--- src/include/afec_consts.vh ---
`ifndef AFEC_CONSTS_VH
`define AFEC_CONSTS_VH

// register addresses on the serial port
`define AFEC_ADDR_CLAMP_TIMING 7'h02
`define AFEC_ADDR_GAIN_RANGE 7'h03
`define AFEC_ADDR_CLOCK_REF 7'h04
`define AFEC_ADDR_OUT_ENABLE 7'h05

// power-on values
`define AFEC_RST_CLAMP_TIMING 8'h9c
`define AFEC_RST_GAIN_RANGE 8'h00
`define AFEC_RST_CLOCK_REF 8'h00
`define AFEC_RST_OUT_ENABLE 8'h77

// writable bits per register
`define AFEC_WMASK_ALL 8'hff
`define AFEC_WMASK_GAIN_RANGE 8'h3f

// clamp_sample_timing_config fields
`define AFEC_CST_MODE_HI 7
`define AFEC_CST_SAMPLE_EDGE 6
`define AFEC_CST_HOLD_EDGE 5
`define AFEC_CST_STROBE_POL 4
`define AFEC_CST_PHASE_HI 3
`define AFEC_CST_PHASE_LO 2
`define AFEC_CST_MODE_LO 1
`define AFEC_CST_CLAMP_SRC 0

// input_gain_dac_range_config fields
`define AFEC_IGD_RANGE_HI 5
`define AFEC_IGD_RANGE_LO 3
`define AFEC_IGD_GAIN_HI 2
`define AFEC_IGD_GAIN_LO 0

// clock_clamp_reference_config fields
`define AFEC_CCR_DIVIDER_EN 7
`define AFEC_CCR_REF_PD 6
`define AFEC_CCR_CLAMP_EDGE 5
`define AFEC_CCR_RANGE_HI 3
`define AFEC_CCR_RANGE_LO 2
`define AFEC_CCR_SH3_DIS 1
`define AFEC_CCR_MULT 0

// channel_output_enable fields
`define AFEC_COE_EN_HI 2
`define AFEC_COE_EN_LO 0

// serial frame: 1 direction bit, 7 address bits, 8 data bits
`define AFEC_CNT_W 5
`define AFEC_CNT_ADDR_LAST 5'h07
`define AFEC_CNT_DATA_FIRST 5'h08
`define AFEC_CNT_DATA_LAST 5'h0f
`define AFEC_CNT_FULL 5'h10

`endif

--- src/core/afec_sync.v ---
module afec_sync #(
  parameter W = 1
) (
  input wire clk,
  input wire rst,
  input wire [W-1:0] d,
  output reg [W-1:0] q
);
  reg [W-1:0] meta;

  always @(posedge clk) begin
    if (rst) begin
      meta <= {W{1'b0}};
      q <= {W{1'b0}};
    end else begin
      meta <= d;
      q <= meta;
    end
  end
endmodule

--- src/core/afec_reg8.v ---
module afec_reg8 #(
  parameter [7:0] RESET = 8'h00,
  parameter [7:0] WMASK = 8'hff
) (
  input wire clk,
  input wire rst,
  input wire we,
  input wire [7:0] wdata,
  output reg [7:0] q
);
  // bits outside the mask keep their reset value
  always @(posedge clk) begin
    if (rst) begin
      q <= RESET;
    end else if (we) begin
      q <= (wdata & WMASK) | (RESET & ~WMASK);
    end
  end
endmodule

--- src/core/afec_regs.v ---
// Summary of operation
// - bit 6 picks sample strobe capture edge
// - bit 5 picks hold strobe edge
// - bit 4 sets both strobe input polarities
// - phase bits 3:2; three-channel uses lower only
// - bit 0 picks clamp source
// - sampling mode from three joint bits
// - clock register bit 1 disables third mode
// - bits 5:3 fine DAC range per colour
// - bits 2:0 input gain per colour
// - clock register bit 7 enables divider
// - bit 6 powers down reference buffers only
// - bit 5 picks clamp input sampling edge
// - bits 3:2 select internal clock range
// - transfer and converter clocks share frequency
// - bit 0 selects two or three times
// - output enable bits per colour
// - input mode picks three or six channels
`include "afec_consts.vh"

module afec_regs (
  input wire clk,
  input wire rst,
  input wire serial_clock,
  input wire serial_enable_n,
  input wire serial_data_in,
  output reg serial_data_out,
  output reg serial_data_out_oe,
  input wire six_channel_mode,
  input wire reference_sample_strobe,
  input wire data_sample_strobe,
  input wire external_clamp_input,
  output reg sample_capture,
  output reg hold_capture,
  output reg clamp_active,
  output reg clamp_sample_falling,
  output reg [1:0] front_end_phase_setting,
  output reg [2:0] sampling_mode_code,
  output reg third_sample_hold_mode_en,
  output reg [2:0] fine_offset_dac_wide_range,
  output reg [2:0] input_gain_high,
  output reg external_clamp_voltage_divider_en,
  output reg reference_buffer_powerdown,
  output reg [1:0] clock_range_select,
  output reg transfer_clock_mult_sel,
  output reg converter_clock_mult_sel,
  output reg [2:0] channel_output_en
);
  wire sclk_s;
  wire frame_s;
  wire sdi_s;
  wire ref_strobe_s;
  wire data_strobe_s;
  wire ext_clamp_s;

  // enable synced inverted so the reset value reads as idle
  afec_sync #(
    .W(6)
  ) u_sync (
    .clk(clk),
    .rst(rst),
    .d({serial_clock, ~serial_enable_n, serial_data_in,
        reference_sample_strobe, data_sample_strobe, external_clamp_input}),
    .q({sclk_s, frame_s, sdi_s, ref_strobe_s, data_strobe_s, ext_clamp_s})
  );

  // serial frame decode
  reg sclk_d;
  reg [`AFEC_CNT_W-1:0] bit_cnt;
  reg [6:0] shift_in;
  reg cmd_read;
  reg [6:0] cmd_addr;
  reg [7:0] shift_out;
  wire sclk_rise;
  wire sclk_fall;
  wire frame;
  wire [7:0] in_byte;

  assign sclk_rise = sclk_s & ~sclk_d;
  assign sclk_fall = ~sclk_s & sclk_d;
  assign frame = frame_s;
  assign in_byte = {shift_in, sdi_s};

  wire [7:0] r_clamp_timing;
  wire [7:0] r_gain_range;
  wire [7:0] r_clock_ref;
  wire [7:0] r_out_enable;
  reg [7:0] read_data;

  always @* begin
    case (in_byte[6:0])
      `AFEC_ADDR_CLAMP_TIMING: read_data = r_clamp_timing;
      `AFEC_ADDR_GAIN_RANGE: read_data = r_gain_range;
      `AFEC_ADDR_CLOCK_REF: read_data = r_clock_ref;
      `AFEC_ADDR_OUT_ENABLE: read_data = r_out_enable;
      default: read_data = 8'h00;
    endcase
  end

  wire write_hit;
  assign write_hit = frame & sclk_rise & ~cmd_read & (bit_cnt == `AFEC_CNT_DATA_LAST);

  always @(posedge clk) begin
    if (rst) begin
      sclk_d <= 1'b0;
      bit_cnt <= {`AFEC_CNT_W{1'b0}};
      shift_in <= 7'h00;
      cmd_read <= 1'b0;
      cmd_addr <= 7'h00;
      shift_out <= 8'h00;
      serial_data_out <= 1'b0;
      serial_data_out_oe <= 1'b0;
    end else begin
      sclk_d <= sclk_s;
      if (!frame) begin
        bit_cnt <= {`AFEC_CNT_W{1'b0}};
        cmd_read <= 1'b0;
        serial_data_out_oe <= 1'b0;
      end else begin
        if (sclk_rise && bit_cnt != `AFEC_CNT_FULL) begin
          shift_in <= in_byte[6:0];
          bit_cnt <= bit_cnt + 1'b1;
          if (bit_cnt == `AFEC_CNT_ADDR_LAST) begin
            cmd_read <= in_byte[7];
            cmd_addr <= in_byte[6:0];
            shift_out <= read_data;
          end
        end
        // read data leaves on falling edges, msb first
        if (sclk_fall && cmd_read && bit_cnt >= `AFEC_CNT_DATA_FIRST
            && bit_cnt != `AFEC_CNT_FULL) begin
          serial_data_out <= shift_out[7];
          serial_data_out_oe <= 1'b1;
          shift_out <= {shift_out[6:0], 1'b0};
        end
      end
    end
  end

  afec_reg8 #(
    .RESET(`AFEC_RST_CLAMP_TIMING),
    .WMASK(`AFEC_WMASK_ALL)
  ) u_clamp_timing (
    .clk(clk),
    .rst(rst),
    .we(write_hit && cmd_addr == `AFEC_ADDR_CLAMP_TIMING),
    .wdata(in_byte),
    .q(r_clamp_timing)
  );

  afec_reg8 #(
    .RESET(`AFEC_RST_GAIN_RANGE),
    .WMASK(`AFEC_WMASK_GAIN_RANGE)
  ) u_gain_range (
    .clk(clk),
    .rst(rst),
    .we(write_hit && cmd_addr == `AFEC_ADDR_GAIN_RANGE),
    .wdata(in_byte),
    .q(r_gain_range)
  );

  afec_reg8 #(
    .RESET(`AFEC_RST_CLOCK_REF),
    .WMASK(`AFEC_WMASK_ALL)
  ) u_clock_ref (
    .clk(clk),
    .rst(rst),
    .we(write_hit && cmd_addr == `AFEC_ADDR_CLOCK_REF),
    .wdata(in_byte),
    .q(r_clock_ref)
  );

  // upper bits stored as written; host keeps them at default
  afec_reg8 #(
    .RESET(`AFEC_RST_OUT_ENABLE),
    .WMASK(`AFEC_WMASK_ALL)
  ) u_out_enable (
    .clk(clk),
    .rst(rst),
    .we(write_hit && cmd_addr == `AFEC_ADDR_OUT_ENABLE),
    .wdata(in_byte),
    .q(r_out_enable)
  );

  // strobe polarity normalisation and edge capture
  reg ref_act_d;
  reg data_act_d;
  wire ref_act;
  wire data_act;
  wire ref_pol;

  assign ref_pol = r_clamp_timing[`AFEC_CST_STROBE_POL];
  assign ref_act = ref_strobe_s ~^ ref_pol;
  assign data_act = data_strobe_s ~^ ref_pol;

  reg next_sample;
  reg next_hold;

  always @* begin
    if (r_clamp_timing[`AFEC_CST_SAMPLE_EDGE]) begin
      next_sample = ~ref_act & ref_act_d;
    end else begin
      next_sample = ref_act & ~ref_act_d;
    end
    if (r_clamp_timing[`AFEC_CST_HOLD_EDGE]) begin
      next_hold = ~data_act & data_act_d;
    end else begin
      next_hold = data_act & ~data_act_d;
    end
  end

  always @(posedge clk) begin
    if (rst) begin
      ref_act_d <= 1'b0;
      data_act_d <= 1'b0;
      sample_capture <= 1'b0;
      hold_capture <= 1'b0;
      clamp_active <= 1'b0;
    end else begin
      ref_act_d <= ref_act;
      data_act_d <= data_act;
      sample_capture <= next_sample;
      hold_capture <= next_hold;
      if (r_clamp_timing[`AFEC_CST_CLAMP_SRC]) begin
        clamp_active <= next_sample;
      end else begin
        clamp_active <= ext_clamp_s;
      end
    end
  end

  // field decode to the analog controls
  always @(posedge clk) begin
    if (rst) begin
      clamp_sample_falling <= 1'b0;
      front_end_phase_setting <= 2'h0;
      sampling_mode_code <= 3'h0;
      third_sample_hold_mode_en <= 1'b0;
      fine_offset_dac_wide_range <= 3'h0;
      input_gain_high <= 3'h0;
      external_clamp_voltage_divider_en <= 1'b0;
      reference_buffer_powerdown <= 1'b0;
      clock_range_select <= 2'h0;
      transfer_clock_mult_sel <= 1'b0;
      converter_clock_mult_sel <= 1'b0;
      channel_output_en <= 3'h0;
    end else begin
      clamp_sample_falling <= r_clock_ref[`AFEC_CCR_CLAMP_EDGE];
      front_end_phase_setting <= {
        r_clamp_timing[`AFEC_CST_PHASE_HI] & six_channel_mode,
        r_clamp_timing[`AFEC_CST_PHASE_LO]};
      sampling_mode_code <= {
        r_clamp_timing[`AFEC_CST_MODE_HI],
        r_clamp_timing[`AFEC_CST_MODE_LO],
        r_clock_ref[`AFEC_CCR_SH3_DIS]};
      third_sample_hold_mode_en <= ~r_clock_ref[`AFEC_CCR_SH3_DIS];
      fine_offset_dac_wide_range <=
        r_gain_range[`AFEC_IGD_RANGE_HI:`AFEC_IGD_RANGE_LO];
      input_gain_high <= r_gain_range[`AFEC_IGD_GAIN_HI:`AFEC_IGD_GAIN_LO];
      external_clamp_voltage_divider_en <= r_clock_ref[`AFEC_CCR_DIVIDER_EN];
      reference_buffer_powerdown <= r_clock_ref[`AFEC_CCR_REF_PD];
      clock_range_select <= r_clock_ref[`AFEC_CCR_RANGE_HI:`AFEC_CCR_RANGE_LO];
      // one select feeds both clocks so they never differ
      transfer_clock_mult_sel <= r_clock_ref[`AFEC_CCR_MULT];
      converter_clock_mult_sel <= r_clock_ref[`AFEC_CCR_MULT];
      channel_output_en <= r_out_enable[`AFEC_COE_EN_HI:`AFEC_COE_EN_LO];
    end
  end
endmodule

--- config.mk ---
export PLATFORM = sky130hd
export DESIGN_NAME = afec_regs
export DESIGN_NICKNAME = d
export VERILOG_FILES = /design/src/core/afec_sync.v /design/src/core/afec_reg8.v /design/src/core/afec_regs.v
export VERILOG_INCLUDE_DIRS = /design/src /design/src/include
export SDC_FILE = /design/constraint.sdc
export NUM_CORES = 1
export LEC_CHECK = 0
export BUFFER_PORTS_ARGS = -buffer_cell sky130_fd_sc_hd__buf_2
export CORE_MARGIN = 2
export CORE_UTILIZATION = 60
export CTS_CLUSTER_SIZE = 8
export DETAILED_ROUTE_END_ITERATION = 10
export PLACE_DENSITY = 0.84
export SYNTH_ARGS = -nofsm -noshare
export SYNTH_HDL_FRONTEND = slang
export SYNTH_HIERARCHICAL = 1
export SYNTH_SLANG_ARGS = --single-unit
export TNS_END_PERCENT = 10
--- constraint.sdc ---
create_clock -name clk -period 3.9 [get_ports clk]
set_clock_uncertainty 0.15 [all_clocks]
set_input_delay 0.585 -clock clk [delete_from_list [all_inputs] [get_ports clk]]
set_output_delay 0.585 -clock clk [all_outputs]
set_load 0.005 [all_outputs]
==> flow_results.org, run 1 <==
** Power and ir drop
- For this design the static power due to leakage is 1.76 nW.
- In this run the power density over the cells is 418 mW/mm².
- Worst IR drop on VDD :: roughly 0.00031 V

** Routing
- Met1 routed wirelength after detailed routing :: 3.18 mm
- Dividing the detail-routed wire length by the instance count gives around 15 µm.
- The detailed router placed ~2.6k vias in this run.
- Highest signal layer in the routed design :: met4
- The detail route stage leaves a number of antenna-violating nets equal to 0.
- Detail Route met3 WL :: 299 µm
- Met2 wire len :: around 3.4 mm
- Post-route DRC violation count :: 0
- The first TritonRoute pass finished after 4 iterations.
- Wire length reported by the detailed router :: 6.95 mm
- Using the TritonRoute via totals, the vias-per-cell ratio works out to 5.42.
- After the first detailed-routing iteration, the DRC count stood at about 120.

** Critical path
- Endpoint of the worst register-to-register path :: u_clock_ref/q[7]$_SDFFE_PP0P_
- Endpoint type of the worst setup path :: register
- Beginning of the worst register-to-register path :: bit_cnt[0]$_SDFFE_PP0P_
- Minimum setup slack among reg-to-reg paths :: 1.16 ns
- Category of the critical setup timing path :: reg -> reg
- Counting cells, the worst reg-to-reg path comes to 9.
- STA puts the critical path data required time at slightly below 4 ns.
- Data on the critical path arrives at its endpoint at around 2.8 ns.
- Startpoint class of the critical path :: register
- Max Fanout on Critical Path :: 8

** Min path
- In this run the most critical hold path is launched from reference_sample_strobe.
- The path with the worst hold slack has its endpoint at u_sync/meta[2]$_SDFF_PP0_.
- The min-delay analysis places its worst path in the category in -> reg.
- Number of stages on the worst hold path :: 2

** Die
- CORE AREA :: 0.00628 mm²
- The floorplan step set the die height to 84.1 µm.
- Die Footprint :: 0.00707 mm²
- For this design the top-level I/O count stands at 36.
- Num rows :: 29
- Width of the die :: 84.1 µm
- For this configuration, the core starts out at a cell density of 61.3%.

** Timing
- Measured against its own limit, the worst slew margin works out to around two fifths.
- Achievable Freq :: roughly 0.36 GHz
- After layout, the minimum clock period comes to between 2 and 3 ns.
- Setup violations remaining at the end of the flow were counted as 0.
- Pins Over Slew Limit :: 0
- For the pin with the worst max-slew slack, the measured transition is 0.875 ns.
- Final worst slack :: approximately 1.2 ns
- In the finished design, the share of the clock period the worst path needs comes to 70.3%.
- Final-layout worst hold slack :: 0.290 ns
- Hold violation total from the final report :: 0
- Setup TNS :: 0 ns
- Setup repair after global routing left no endpoint under its margin.

** Final layout
- NumNets Final :: 407
- Layout-stage area growth over the synthesis result :: 10.2%
- The layout has 500 filler cells.
- Antenna Diode Count :: 0
- Non-filler instance count after layout :: approximately 480
- At the end of the flow the core is filled with cells to 67.6%.
- The post-route netlist has 21.3% of its cells at a drive strength greater than 1.

** Global routing
- For this run, the total global-route usage over all layers was measured as 20.3%.
- The number of antenna violations at the first check in global routing is 0.
- Entering global routing, the biggest net connects 79 pins.
- Global-route wire length before repair :: 11.4 mm
- Aggregate global routing overflow :: 0
- Via count of the first global-routing pass :: 2404

** Clock tree
- TritonCTS built the clock tree.
- The tree is rooted in a clkbuf_8.
- TritonCTS sink count :: around 100
- Clock input transition at the sequential cells of the worst setup and hold paths :: 0.09 ns
- CTS built an H-tree with a depth of 3.
- The number of clock buffers added by TritonCTS is 9.
- CTS resizes :: 0
- Hold buffer count at CTS :: 0
- Total setup buffers inserted after CTS :: 0
- Worst-skew pair later-pin latency :: 0.35 ns
- Bufs on Longest Clock Path :: 2

** Logic synthesis
- Count of flip-flops with a built-in enable after synthesis :: 0
- After synthesis the cells add up to 0.00385 mm².
- Post-synth cell types :: 51
- In this run the mean area of a mapped cell was between 10 and 15 µm².
- After technology mapping, the gate count stands at 364.
- Leading register cell type out of synthesis :: dfxtp_1
- For this run, the register share of the synthesized area comes to approximately half.
- Counting flops with an async set or reset pin after synthesis yields a share of 0%.
- In this run, synthesis produced a sequential element count of 99.
- Yosys warning count :: 6

** Placement
- Port-buffer cells :: 35
- At the placement stage, the worst setup path has a slack of 1.15 ns.
- Summed over all nets, the half-perimeter wirelength after detailed placement is 4.65 mm.
- Counting tap cells, the placed design contains a total of 461 instances.
- Routability-driven placement finished with a final weighted congestion of around 0.8.

** Status
- Result of the run :: complete, no violations

** Flow run
- The tool flagged a number of max-cap violations equal to 0.
==> cells in the final DEF, fill, tap and decap left out, types with 2 or more instances in the layout <==
cell	Yosys	routed
o22ai_1	6	6
and3_1	7	7
nand2_1	4	4
xor2_1	4	4
clkinv_2	0	2
a221o_1	5	5
nor2b_1	25	25
nand3_1	4	4
conb_1	1	2
nor2b_2	12	12
clkbuf_8	0	9
o21ai_0	4	4
and2b_1	2	2
a311oi_1	2	2
and2b_4	3	3
buf_2	3	35
ha_1	3	3
buf_4	3	4
nor2_1	56	56
a211o_1	8	8
mux2i_1	50	50
inv_1	5	5
nand2_2	3	3
nand2b_1	5	5
bufinv_16	0	2
and2b_2	2	2
nor3_1	3	3
nand4_1	2	2
a211o_2	2	2
dfxtp_1	99	99
nor2b_4	2	2
a21oi_1	6	6
==> area by class of cell <==
type	instances	area [µm²]	area share, %
clock buffers	10	128	3.01
multi-input cells	241	1730	40.7
flip-flops and latches	99	1980	46.7
repair buffers	39	205	4.84
inverters	5	18.8	0.442
well taps	77	96.3	2.27
clock inverters	6	87.6	2.06
==> critical path: stages, from the launching register on <==
cell      delay (ns)
dfxtp_1         0.40
ha_1            0.25
and3_1          0.19
ha_1            0.14
nand4_1         0.08
nor3_1          0.26
nand2b_1        0.13
nor2_1          0.69
mux2i_1         0.28
nor2_1          0.05
==> through the flow <==
stage / total power [mW] / instance area (µm²)
floorplan: 1.09 / 3850
CTS: 1.79 / 4240
finish: 1.77 / 4240
global placement: 1.10 / 4030
detailed placement: 1.10 / 4030
global route: 1.84 / 4240
==> sequential cells by signal (all words and copies together) (netlist names), 5 cells and up <==
| register | flops |
|---|---|
| cmd_addr | 7 |
| u_sync/q | 6 |
| bit_cnt | 5 |
| shift_in | 7 |
| u_clamp_timing/q | 8 |
| u_out_enable/q | 8 |
| u_clock_ref/q | 8 |
| u_sync/meta | 6 |
| u_gain_range/q | 6 |
| shift_out | 8 |
==> power breakdown <==
| part | switching, mW | internal [mW] |
|---|---|---|
| Combinational | 0.0281 | 0.0209 |
| Clock | 0.334 | 0.363 |
| Sequential | 0.00684 | 1.02 |
==> logic make-up after synthesis <==
family	count (synthesis)	share of synthesized area [%]
flip-flops	99	51.5
other	1	0.0974
AND/OR/NAND/NOR	137	20.6
multiplexers	52	13.6
buffers and inverters	25	3.80
adder cells (fa/ha/maj)	3	0.975
XOR/XNOR	5	1.14
AO/OA/AOI/OAI	42	8.32
==> layer usage <==
metal	up-vias	track usage (%)
li1	1296	-
met1	1229	26.7
met2	53	33.0
met3	7	3.56
met4	0	8.80
met5	-	0
==> cells in the mapped netlist, types with 4 or more instances <==
| library cell | count | area [µm²] |
|---|---|---|
| nor2_1 | 56 | 210 |
| clkbuf_1 | 7 | 26.3 |
| inv_1 | 5 | 18.8 |
| and3_1 | 7 | 43.8 |
| buf_6 | 5 | 56.3 |
| a221o_1 | 5 | 50.1 |
| o22ai_1 | 6 | 37.5 |
| nor2b_1 | 25 | 156 |
| nor2b_2 | 12 | 105 |
| a21oi_1 | 6 | 30.0 |
| nand2_1 | 4 | 15.0 |
| a211o_1 | 8 | 70.1 |
| dfxtp_1 | 99 | 1980 |
| nand2b_1 | 5 | 31.3 |
| xor2_1 | 4 | 35.0 |
| nand3_1 | 4 | 20.0 |
| o21ai_0 | 4 | 20.0 |
| mux2i_1 | 50 | 500 |
==> worst max-delay path by stage <==
stage / startpoint / to / slack, ns / cells past startpoint
floorplan: bit_cnt[0]$_SDFFE_PP0P_ / u_out_enable/q[1]$_SDFFE_PP1P_ / 1.78 / 9
global route: bit_cnt[0]$_SDFFE_PP0P_ / u_clock_ref/q[6]$_SDFFE_PP0P_ / 0.89 / 9
CTS: bit_cnt[0]$_SDFFE_PP0P_ / u_clock_ref/q[4]$_SDFFE_PP0P_ / 1.13 / 9
finish: bit_cnt[0]$_SDFFE_PP0P_ / u_clock_ref/q[7]$_SDFFE_PP0P_ / 1.16 / 9
detailed placement: bit_cnt[0]$_SDFFE_PP0P_ / u_clock_ref/q[7]$_SDFFE_PP0P_ / 1.15 / 9
global placement: bit_cnt[0]$_SDFFE_PP0P_ / u_clock_ref/q[0]$_SDFFE_PP0P_ / 1.25 / 9
Note: power is estimated with default switching activity, not from simulation.
==> run 2: changes to the inputs <==
--- a/config.mk
+++ b/config.mk
@@ -6,12 +6,13 @@
 export SDC_FILE = /design/constraint.sdc
 export NUM_CORES = 1
 export LEC_CHECK = 0
+export ABC_AREA = 1
 export BUFFER_PORTS_ARGS = -buffer_cell sky130_fd_sc_hd__buf_2
 export CORE_MARGIN = 2
-export CORE_UTILIZATION = 60
+export CORE_UTILIZATION = 59
 export CTS_CLUSTER_SIZE = 8
 export DETAILED_ROUTE_END_ITERATION = 10
-export PLACE_DENSITY = 0.84
+export PLACE_DENSITY = 0.82
 export SYNTH_ARGS = -nofsm -noshare
 export SYNTH_HDL_FRONTEND = slang
 export SYNTH_HIERARCHICAL = 1
==> constraint.sdc (replaced) <==
create_clock -name clk -period 2.7 [get_ports clk]
set_clock_uncertainty 0.15 [all_clocks]
set_input_delay 0.405 -clock clk [delete_from_list [all_inputs] [get_ports clk]]
set_output_delay 0.405 -clock clk [all_outputs]
set_load 0.005 [all_outputs]
==> flow_results.org, run 2 <==
** Global routing
- The number of antenna violations at the first check in global routing is 0.
- Global-route wire length before repair :: 14.6 mm
- Largest net degree at the start of global routing :: 40
- The number of global-route vias before repair came to around 3.2k.
- Aggregate global routing overflow :: 0
- Global router's overall resource usage :: 24.3%

** Critical path
- At the worst endpoint, the required time is 2.81 ns.
- The worst setup path is launched from a register.
- In this run the worst setup path terminates at u_clamp_timing/q[4]$_SDFFE_PP1P_.
- Arrival time at the worst endpoint :: approximately 2.5 ns
- The critical path crosses 12 cells after its start point.
- In this run the critical register-to-register path is launched from bit_cnt[1]$_SDFFE_PP0P_.
- The worst register-to-register path ends at u_clamp_timing/q[4]$_SDFFE_PP1P_.
- Endpoint type of the worst setup path :: register
- Measured in cells, the most critical reg-to-reg path has a length of 12.
- The slowest stage of the critical path is the dfxtp_1 cell.
- Max Fanout on Critical Path :: 13
- Buffers plus inverters on the worst setup path :: 3
- Minimum setup slack among reg-to-reg paths :: 0.34 ns
- Among cell families on the critical path, the largest total delay comes from simple AND/OR/NAND/NOR gates.
- Cells along the critical path :: ha_1 -> inv_1 -> nor3_1 -> ha_1 -> nand2_1 -> nor3_1 -> nand3b_1 -> nor2_1 -> buf_4 -> inv_1 -> nand2_1 -> nand3_1
- Category of the critical setup timing path :: reg -> reg
- Tracing the worst setup path back leads to its startpoint at bit_cnt[1]$_SDFFE_PP0P_.
- In this design, the stage delay of the slowest critical-path cell is approximately 0.38 ns.

** Routing
- Count of routing violations after the opening detailed-route iteration :: 347
- Dividing the detail-routed via count by the number of cells gives ~5.
- Wire length reported by the detailed router :: roughly 8.8 mm
- Across all layers, the routed design uses 3542 vias.
- The detail route stage leaves a number of antenna-violating nets equal to 0.
- In the routed design, unresolved DRC markers number 0.
- Routed len/inst :: 12.5 µm
- Iteration count of the initial detailed-routing pass :: 6

** Placement
- Placement Cell Area :: 0.00441 mm²
- Hpwl dp :: between 6 and 7 mm
- At the placement stage, the worst setup path has a slack of around 0.44 ns.
- Port-buffer cells :: 35
- The congestion estimate from routability-driven global placement came to 0.941.

** Logic synthesis
- Mapped Area :: 0.00424 mm²
- Leading cell types by total area after synthesis :: dfxtp_1 47%, nand2_1 9.0%, nor2_1 8.0%
- For this run, the leading register cell type out of synthesis is dfxtp_1.
- In the synthesized netlist, the number of instances is 566.
- The synthesized design contains 99 register bits.
- The biggest area contributor in the post-synthesis netlist is dfxtp_1.
- Post-synthesis sequential area ratio :: between 40% and 50%
- After synthesis, the share of flip-flops with an asynchronous set or reset is 0%.
- Count of flip-flops with a built-in enable after synthesis :: 0
- Yosys warning count :: 6
- Among all cell types in the netlist, the one instantiated most often is nand2_1.
- The top cell type by area accounts for between 40% and 50% of the synthesized area.
- Counting instances in the post-synthesis netlist gives the leading cell types as 102 x nand2_1, 99 x dfxtp_1, 90 x nor2_1.
- Yosys mapped the design onto 36 distinct sky130hd cell types.
- Synth Area per Inst :: 7.50 µm²

** Final layout
- NumNets Final :: 611
- 0 antenna diodes ended up in the layout.
- The library cell used most frequently in the layout, excluding fill and tap cells, is nand2_1.
- Compared with the post-synthesis result, the final layout area differs by 8.81%.
- Commonest non-fill, non-tap cells in the layout :: 102 x nand2_1, 99 x dfxtp_1, 90 x nor2_1, 87 x inv_1, 56 x nand3_1
- In the final layout, the share of cells above drive strength 1 is 17.1%.
- Layout Cell Area excl Fill :: 0.00462 mm²

** Clock tree
- After clock tree synthesis, the clock-pin slew on the worst setup and hold paths is about 0.090 ns.
- The tree is rooted in a clkbuf_8.
- Post-CTS timing repair inserted 0 buffers for setup.
- Clock tree synthesis inserted a total of 9 buffers.
- Bufs on Longest Clock Path :: 2
- Hold buffer count at CTS :: 0
- At the later pin of the worst-skew pair, clock insertion delay measures 0.38 ns.
- The number of gates resized after CTS was 0.
- CTS tree :: done
- TritonCTS sink count :: 99
- CTS H-Tree Depth :: 3

** Die
- CORE AREA :: 0.00687 mm²
- 36 I/O pins were placed.
- The die is 88.8 µm wide.
- The floorplan step defined a die boundary enclosing about 0.0079 mm².
- Effective utilization at floorplan :: 61.8%
- Row generation in the floorplan step produced 30 rows.
- From bottom edge to top edge, the die measures 88.8 µm.

** Power and ir drop
- Pwr/cell area :: about 550 mW/mm²
- The analysis attributes to cell leakage a power of 2.03 nW.
- VDD sags by at most 0.000453 V.
- Overall power consumption after layout is estimated at 2.55 mW.

** Timing
- Achievable Freq :: 0.423 GHz
- For the pin with the worst max-slew slack, the measured transition is 0.744 ns.
- Setup TNS :: 0 ns
- Min Tclk post-route :: roughly 2.4 ns
- RSZ-0062 raised after global routing :: no
- Setup violations remaining at the end of the flow were counted as 0.
- The max-slew violation count came to 0.
- Hold violation total from the final report :: 0
- The worst path uses 87.5% of the clock period.
- Setup slack on the critical path of the routed design comes to 0.339 ns.
- Slew HR :: between 50 and 60%
- Across all hold checks on the routed design, the worst slack comes to 0.0783 ns.

** Flow run
- The tool flagged a number of max-cap violations equal to 0.

** Min path
- The tightest min-delay check is of the in -> reg type.

** Status
- Result of the run :: complete, no violations
[run 2: changes by cell type in the layout (fill, tap and decap cells not counted), moves of 25 or more]
cell / before / now
mux2i_1: 50 / 0
nand2_1: 4 / 102
nor2_1: 56 / 90
nand3_1: 4 / 56
nor2b_1: 25 / 0
inv_1: 5 / 87
[run 2: kinds of logic after synthesis]
logic type      Yosys count  synth area share (%)
simple gates            281                  30.6
buf+inv                 122                  13.4
flops                    99                  46.7
compound gates           58                  7.96
fa+ha+maj                 3                 0.885
xor+xnor                  2                 0.413
other cells               1                0.0884
[run 2: worst reg2reg max path: stages, from the launching register on]
cell	delay (ns)
dfxtp_1	0.38
ha_1	0.19
inv_1	0.08
nor3_1	0.16
ha_1	0.17
nand2_1	0.05
nor3_1	0.29
nand3b_1	0.18
nor2_1	0.18
buf_4	0.21
inv_1	0.10
nand2_1	0.06
nand3_1	0.06
[run 2: where the power goes]
part	internal [mW]	total, mW	leakage (nW)	switching [mW]
clock	0.442	0.974	0.102	0.532
sequential	1.48	1.49	0.803	0.0111
combinational	0.0282	0.0886	1.12	0.0604
[run 2: worst min path at each step]
stage | startpoint | endpoint | slack, ns | depth (start not counted)
floorplan | u_sync/meta[0]$_SDFF_PP0_ | u_sync/q[0]$_SDFF_PP0_ | 0.24 | 2
global placement | u_sync/meta[4]$_SDFF_PP0_ | u_sync/q[4]$_SDFF_PP0_ | 0.24 | 2
detailed placement | u_sync/meta[1]$_SDFF_PP0_ | u_sync/q[1]$_SDFF_PP0_ | 0.24 | 2
CTS | data_sample_strobe | u_sync/meta[1]$_SDFF_PP0_ | 0.07 | 3
global route | external_clamp_input | u_sync/meta[0]$_SDFF_PP0_ | 0.08 | 3
finish | external_clamp_input | u_sync/meta[0]$_SDFF_PP0_ | 0.08 | 3
[run 2: layout make-up]
class                   count  area [µm²]
fillers                   580        2250
flip-flops and latches     99        1980
multi-input cells         346        1700
inverters                 101         383
repair buffers             42         228
clock buffers               9         124
well taps                  96         120
clock inverters             7        83.8
[run 2: metal layers]
metal | part of all wire (%) | track usage, % | up-vias
li1 | - | - | 1797
met1 | 44 | 32.7 | 1600
met2 | 46 | 37.2 | 116
met3 | 6.6 | 4.94 | 29
met4 | 3.1 | 12.1 | 0
met5 | 0 | 0 | -
[run 2: metrics by stage]
step	cells	utilization (%)
finish	700	67.2
global route	700	67.2
CTS	700	67.2
detailed placement	684	64.2
global placement	684	64.2
floorplan	567	-
